[config.mk]
export PLATFORM = sky130hd
export DESIGN_NAME = vid_reference_stepper
export DESIGN_NICKNAME = d
export VERILOG_FILES = /design/src/vid_stepper_pkg.sv /design/src/vid_reference_stepper.sv
export VERILOG_INCLUDE_DIRS = /design/src /design/src/src
export SDC_FILE = /design/constraint.sdc
export NUM_CORES = 1
export LEC_CHECK = 0
export ABC_CLOCK_PERIOD_IN_PS = 11100
export BUFFER_PORTS_ARGS = -buffer_cell sky130_fd_sc_hd__buf_2
export CAP_MARGIN = 20
export CORE_MARGIN = 5
export CORE_UTILIZATION = 35
export DETAILED_ROUTE_END_ITERATION = 7
export PLACE_DENSITY = 0.58
export REMOVE_ABC_BUFFERS = 1
export SLEW_MARGIN = 20
export SYNTH_ARGS = -nofsm -noshare
export SYNTH_HDL_FRONTEND = slang
export SYNTH_SLANG_ARGS = --single-unit
[constraint.sdc]
create_clock -name mclk -period 11.1 [get_ports mclk]
set_clock_uncertainty 0.2 [all_clocks]
set_input_delay 2.22 -clock mclk [delete_from_list [all_inputs] [get_ports mclk]]
set_output_delay 2.22 -clock mclk [all_outputs]
set_load 0.02 [all_outputs]
[src/vid_stepper_regs.svh]
// Constants of the identification-code reference stepper
`ifndef VID_STEPPER_REGS_SVH
`define VID_STEPPER_REGS_SVH

`define CODE_W 6
`define LEVEL_W 8
`define SYNC_STAGES 3

// Timebase: clock period and switching period in ns
`define MCLK_PERIOD_NS 4
`define SW_PERIOD_NS 2000
`define TICKS_PER_CYCLE 6
// Longest tick spacing, rounded down to whole clocks
`define TICK_CYCLES ((`SW_PERIOD_NS / `MCLK_PERIOD_NS) / `TICKS_PER_CYCLE)
`define TICK_CNT_W 7

// Half a switching cycle and the two-cycle shutdown delay, in ticks
`define HALF_CYCLE_TICKS 4'h3
`define OFF_DELAY_TICKS 4'hc
`define WAIT_CNT_W 4

// Decode: level in 12.5 mV units is base minus code
`define CODE_SPLIT 6'h14
`define LVL_BASE_LO 8'h57
`define LVL_BASE_HI 8'h95
`define LVL_MIN 8'h43
`define LVL_MAX 8'h80
`define OFF_CODE_TOP 5'h1f
`define LVL_STEP 8'h01

`endif

[src/vid_stepper_pkg.sv]
// Types of the identification-code reference stepper
`default_nettype none
`include "vid_stepper_regs.svh"
package vid_stepper_pkg;
  typedef logic [`CODE_W-1:0] code_t;
  typedef logic [`LEVEL_W-1:0] level_t;
  typedef enum logic [2:0] {
    st_init, st_idle, st_wait, st_slew, st_off_dly, st_shut
  } step_state_t;
endpackage
`default_nettype wire

[src/vid_reference_stepper.sv]
// Reference level stepper driven by the six-bit identification code
//
// What this block does
// RULE1: Map all 64 codes to table levels 0.8375V..1.600V; two top codes mean off.
// RULE2: Sample identification inputs six times each switching cycle, detecting code changes.
// RULE3: After a change wait half a cycle, then step reference 12.5mV toward target.
// RULE4: If the difference sign reverses during the wait, make no step.
// RULE5: With more than one step to go, step six times per cycle until equal.
// RULE6: Processor should change the code one step at a time, at controlled rate.
// RULE7: Off code shuts down after two cycles; any other code then starts soft start.
// RULE8: Identification inputs form one six-bit code selecting one discrete level.
// RULE9: Six evenly spaced ticks per switching cycle time sampling, waits and steps.
`timescale 1ns/1ps
`default_nettype none
`include "vid_stepper_regs.svh"

module vid_reference_stepper (
  // Clock and reset
  input wire logic mclk,
  input wire logic reset,
  // Identification code pins from the processor
  input wire logic id_code_bit4,
  input wire logic id_code_bit3,
  input wire logic id_code_bit2,
  input wire logic id_code_bit1,
  input wire logic id_code_bit0,
  input wire logic id_code_half_step_bit,
  // Reference and control outputs
  output var vid_stepper_pkg::level_t reference_level,
  output logic pwm_enable,
  output logic ov_shutdown_level,
  output logic soft_start_req
);
  import vid_stepper_pkg::*;

  // ************************************************************
  // Pin synchroniser
  // ************************************************************
  code_t pins;
  logic [`CODE_W-1:0] s1_q, s2_q, s3_q;
  code_t code_q, code_d;

  assign pins = {id_code_bit4, id_code_bit3, id_code_bit2,
                 id_code_bit1, id_code_bit0, id_code_half_step_bit};

  // A bit counts once the second and third stages agree
  genvar gi;
  generate
    for (gi = 0; gi < `CODE_W; gi++) begin : g_bit
      always_comb begin
        code_d[gi] = (s2_q[gi] == s3_q[gi]) ? s3_q[gi] : code_q[gi]; // RULE8
      end
    end
  endgenerate

  always_ff @(posedge mclk) begin
    if (reset) begin
      s1_q <= 6'h00;
      s2_q <= 6'h00;
      s3_q <= 6'h00;
      code_q <= 6'h00;
    end else begin
      s1_q <= pins;
      s2_q <= s1_q;
      s3_q <= s2_q;
      code_q <= code_d;
    end
  end

  // ************************************************************
  // Tick timebase
  // ************************************************************
  logic [`TICK_CNT_W-1:0] tick_cnt_q, tick_cnt_d;
  logic tick_q, tick_d;

  always_comb begin
    if (tick_cnt_q == `TICK_CNT_W'(`TICK_CYCLES - 1)) begin // RULE9
      tick_cnt_d = 7'h00;
      tick_d = 1'b1;
    end else begin
      tick_cnt_d = tick_cnt_q + 7'h01;
      tick_d = 1'b0;
    end
  end

  always_ff @(posedge mclk) begin
    if (reset) begin
      tick_cnt_q <= 7'h00;
      tick_q <= 1'b0;
    end else begin
      tick_cnt_q <= tick_cnt_d;
      tick_q <= tick_d;
    end
  end

  // ************************************************************
  // Code decode
  // ************************************************************
  function automatic level_t decode(input code_t c);
    if (c <= `CODE_SPLIT) begin
      decode = `LVL_BASE_LO - {2'b00, c}; // RULE1
    end else begin
      decode = `LVL_BASE_HI - {2'b00, c}; // RULE1
    end
  endfunction

  level_t target;
  logic is_off;
  assign target = decode(code_q);
  assign is_off = (code_q[5:1] == `OFF_CODE_TOP); // RULE1

  // ************************************************************
  // Stepping state machine
  // ************************************************************
  step_state_t state_q, state_d;
  level_t level_q, level_d;
  code_t seen_q, seen_d;
  logic dir_up_q, dir_up_d;
  logic [`WAIT_CNT_W-1:0] cnt_q, cnt_d;
  logic pwm_q, pwm_d;
  logic ovs_q, ovs_d;
  logic ss_q, ss_d;
  logic tgt_up;
  level_t stepped;

  assign tgt_up = target > level_q;
  assign stepped = dir_up_q ? level_q + `LVL_STEP : level_q - `LVL_STEP;

  always_comb begin
    state_d = state_q;
    level_d = level_q;
    seen_d = seen_q;
    dir_up_d = dir_up_q;
    cnt_d = cnt_q;
    pwm_d = pwm_q;
    ovs_d = ovs_q;
    ss_d = 1'b0;
    if (tick_q) begin
      case (state_q)
        st_init: begin
          seen_d = code_q;
          if (is_off) begin
            state_d = st_off_dly; // RULE7
            cnt_d = 4'h0;
          end else begin
            level_d = target;
            pwm_d = 1'b1;
            state_d = st_idle;
          end
        end
        st_idle: begin
          seen_d = code_q; // RULE2
          if (is_off) begin
            state_d = st_off_dly;
            cnt_d = 4'h0;
          end else if (code_q != seen_q || target != level_q) begin
            if (target != level_q) begin
              dir_up_d = tgt_up;
              cnt_d = 4'h0;
              state_d = st_wait; // RULE3
            end
          end
        end
        st_wait: begin
          seen_d = code_q;
          if (is_off) begin
            state_d = st_off_dly;
            cnt_d = 4'h0;
          end else if (cnt_q == `HALF_CYCLE_TICKS - 4'h1) begin
            if (target == level_q) begin
              state_d = st_idle;
            end else if (tgt_up != dir_up_q) begin
              dir_up_d = tgt_up; // RULE4
              cnt_d = 4'h0;
            end else begin
              level_d = stepped; // RULE3
              state_d = (stepped == target) ? st_idle : st_slew;
            end
          end else begin
            cnt_d = cnt_q + 4'h1;
          end
        end
        st_slew: begin
          seen_d = code_q;
          if (is_off) begin
            state_d = st_off_dly;
            cnt_d = 4'h0;
          end else if (target == level_q) begin
            state_d = st_idle;
          end else if (tgt_up != dir_up_q) begin
            dir_up_d = tgt_up; // RULE4
            cnt_d = 4'h0;
            state_d = st_wait;
          end else begin
            level_d = stepped; // RULE5
            state_d = (stepped == target) ? st_idle : st_slew;
          end
        end
        st_off_dly: begin
          seen_d = code_q;
          if (!is_off) begin
            state_d = pwm_q ? st_idle : st_init;
          end else if (cnt_q == `OFF_DELAY_TICKS - 4'h1) begin
            pwm_d = 1'b0; // RULE7
            ovs_d = 1'b1; // RULE7
            state_d = st_shut;
          end else begin
            cnt_d = cnt_q + 4'h1;
          end
        end
        st_shut: begin
          seen_d = code_q;
          if (!is_off) begin
            ss_d = 1'b1; // RULE7
            level_d = target;
            pwm_d = 1'b1;
            ovs_d = 1'b0;
            state_d = st_idle;
          end
        end
        default: state_d = st_init;
      endcase
    end
  end

  always_ff @(posedge mclk) begin
    if (reset) begin
      state_q <= st_init;
      level_q <= 8'h00;
      seen_q <= 6'h00;
      dir_up_q <= 1'b0;
      cnt_q <= 4'h0;
      pwm_q <= 1'b0;
      ovs_q <= 1'b0;
      ss_q <= 1'b0;
    end else begin
      state_q <= state_d;
      level_q <= level_d;
      seen_q <= seen_d;
      dir_up_q <= dir_up_d;
      cnt_q <= cnt_d;
      pwm_q <= pwm_d;
      ovs_q <= ovs_d;
      ss_q <= ss_d;
    end
  end

  assign reference_level = level_q;
  assign pwm_enable = pwm_q;
  assign ov_shutdown_level = ovs_q;
  assign soft_start_req = ss_q;
endmodule
`default_nettype wire

==> qor.yml <==
vias: 2608
ys_seq_area_frac: 0.331
netSwitchingFraction: 0.255
place_ws_ps: 7050
start_util: 0.357
stdcell_count: 493
drv_cap: 0
synth_area_leaders: "dfxtp_1, ha_1, nor2b_1"
root_buffer: "clkbuf_8"
drt_iter0_drc: 105
fin_crit_sh: 0.365
gp_congestion: 0.822
critPathTopFamily: "compound AO/OA/AOI/OAI gates"
holdCritPathClass: "flop to flop"
slew_viol_final: 0
arrival_ps: 4060
crit_required_ps: 11110
yosys.cell_count.top_type: "dfxtp_1"
layout_setup_ws_ps: 7050
grt_usage: 0.124
crit_buf_inv: 2
synth_cell_types: 63
hold_buffers: 0
sequentialPowerShare: 0.588
synth_edf_count: 0
antenna_found_initial: 0
slowest_stage: "dfxtp_1"
num_rows: 34
n_antenna_cell: 0
grt_max_degree: 36
clk_pin_slew_ps: 100
cts_htree_levels: 2
ant_nets: 0
period_minus_slack_ps: 4050
syn_avg_cell_area_um2: 8.24
setup_tns_ps: 0
tightest_slew_ps: 693
grt_pass1_wl_um: 11500
vias_per_cell: 5.29
p_clk_frac: 0.358
die_area_mm2: 0.0108
hold_violations: 0
portBuffers: 18
async_reset_ff_frac: 0
cts_setup_buffers: 0
coreArea_mm2: 0.00864
area_delta_synth_final_pct: 8.61
drive_above_1_share: 0.104
dieWidth_um: 104
fin_util: 0.388
power_density_mw_per_mm2: 96.6
p_leak_nw: 1.29
net-switching-power_uw: 82.6
first_global_vias: 2434
synth_warnings: 0
setup_viol: 0
crit_type: "flop to flop"
path_cells: "inv_1, ha_1, nor4bb_1, o21ai_1, inv_1, a211oi_1, ha_1, nand3_1, a21boi_0, or2_2, o21ai_0, a21o_1, a21o_1, mux2_2"
drc: 0
synthTopCellsByCount: "dfxtp_1, nor2_1, a21oi_1"
synth_area_mm2: 0.00308
fmax_mhz: 247
cts.sinks: 51
comb_power_share: 0.054
max_stage_delay_ps: 620
ioPinCount: 19
dpl.cell_count: 485
synth_cells: 374
cts_resized: 0
clock_tree.buffer_depth: 2
n_fill_cell: 894
cts_buffers: 5
dieHeight_um: 104
ys_seq_elements: 51
avgRoutedWirePerCell_um: 13.4
cts_tree: "built"
maxSlewHeadroom: 0.537
end_kind: "flop"
fin_nets: 415
synth_top_area_frac: 0.331
hpwl_um: 4860
synthFlopType: "dfxtp_1"
rsz0062_at_grt: "false"
grt-ovfl-total: 0
ir_drop_mv: 0.0583
insertion_delay_ps: 310
totalWireLength_um: 6620
yosys.area.top_type: "dfxtp_1"
power.internal_uw: 241
path_max_fanout: 14
total_power_uw: 323
first_pass_iters: 4
crit_path_start_kind: "flop"
status: "completed"
[registers in the layout (all words and copies together) (netlist names), 3 cells and up]
signal / count
reference_level: 8
tick_cnt_q: 7
code_q: 6
s1_q: 6
s2_q: 6
s3_q: 6
cnt_q: 4
state_q: 3
[worst paths after layout]
kind,startpoint,endpoint,slack [ps],cells past startpoint
worst max-delay path,code_q[3]$_SDFFE_PP0N_,reference_level[3]$_SDFFE_PP0P_,7050,14
worst min-delay path,s1_q[0]$_SDFF_PP0_,s2_q[0]$_SDFF_PP0_,240,1
worst max register to register,code_q[3]$_SDFFE_PP0N_,reference_level[3]$_SDFFE_PP0P_,7050,14
worst min register to register,s1_q[0]$_SDFF_PP0_,s2_q[0]$_SDFF_PP0_,240,1
[metal layers]
layer	GRT usage	wire length [um]	part of all wire
met1	0.171	3350	0.51
met2	0.199	3030	0.46
met3	0.0187	187	0.028
met4	0.0352	55	0.0083
met5	0	0	0
[metrics by stage]
stage / hold WS [ps] / cell area, um^2
finish: 245 / 3350
global route: 267 / 3350
CTS: 254 / 3350
detailed placement: 228 / 3250
global placement: 216 / 3250
floorplan: 214 / 3020
[layout make-up]
cell class,count,area (um^2),share of cell area
multi-input combinational,289,1930,0.577
sequential,51,1020,0.305
tap,108,135,0.0404
timing repair buffer,19,97.6,0.0292
clock buffer,5,68.8,0.0206
inverter,18,67.6,0.0202
clock inverter,3,26.3,0.00785
[placed cells by master, fill, tap and decap left out, types with 4 or more instances in the layout]
cell,Yosys,layout
o22ai_1,5,5
dfxtp_1,51,51
xor2_1,4,4
nor3_1,6,6
a211oi_1,5,5
o21a_1,5,5
nor3b_1,5,5
nor2_1,36,36
xnor2_1,14,14
nand3_1,13,13
a21o_1,4,4
nand4_1,5,5
mux2i_1,4,4
nand2b_1,5,5
clkbuf_8,0,5
inv_1,18,18
buf_2,1,18
a21oi_1,29,29
ha_1,22,22
o21ai_0,19,19
nand2_1,28,28
nor2b_1,24,24
[kinds of logic after synthesis]
kind of cell | share of synthesized area
simple gates | 0.238
compound gates | 0.218
flops | 0.331
buf+inv | 0.0422
fa+ha+maj | 0.0958
xor+xnor | 0.0512
mux | 0.0240
[worst register-to-register path, delay by kind of cell (launching register included)]
kind	cells	cell delay (ps)
flip-flops	1	620
buffers and inverters	2	190
adder cells (fa/ha/maj)	2	560
AND/OR/NAND/NOR	3	510
multiplexers	1	370
AO/OA/AOI/OAI	6	1510
[power groups by stage]
stage	clock network, mW	logic, mW	registers (mW)
after global routing	0.127	0.0199	0.191
final	0.116	0.0175	0.190
after CTS	0.119	0.0176	0.190
after floorplan	0	0.0113	0.193
after detailed placement	0	0.0176	0.194
after global placement	0	0.0174	0.194
Power figures use the tool's default switching activity.
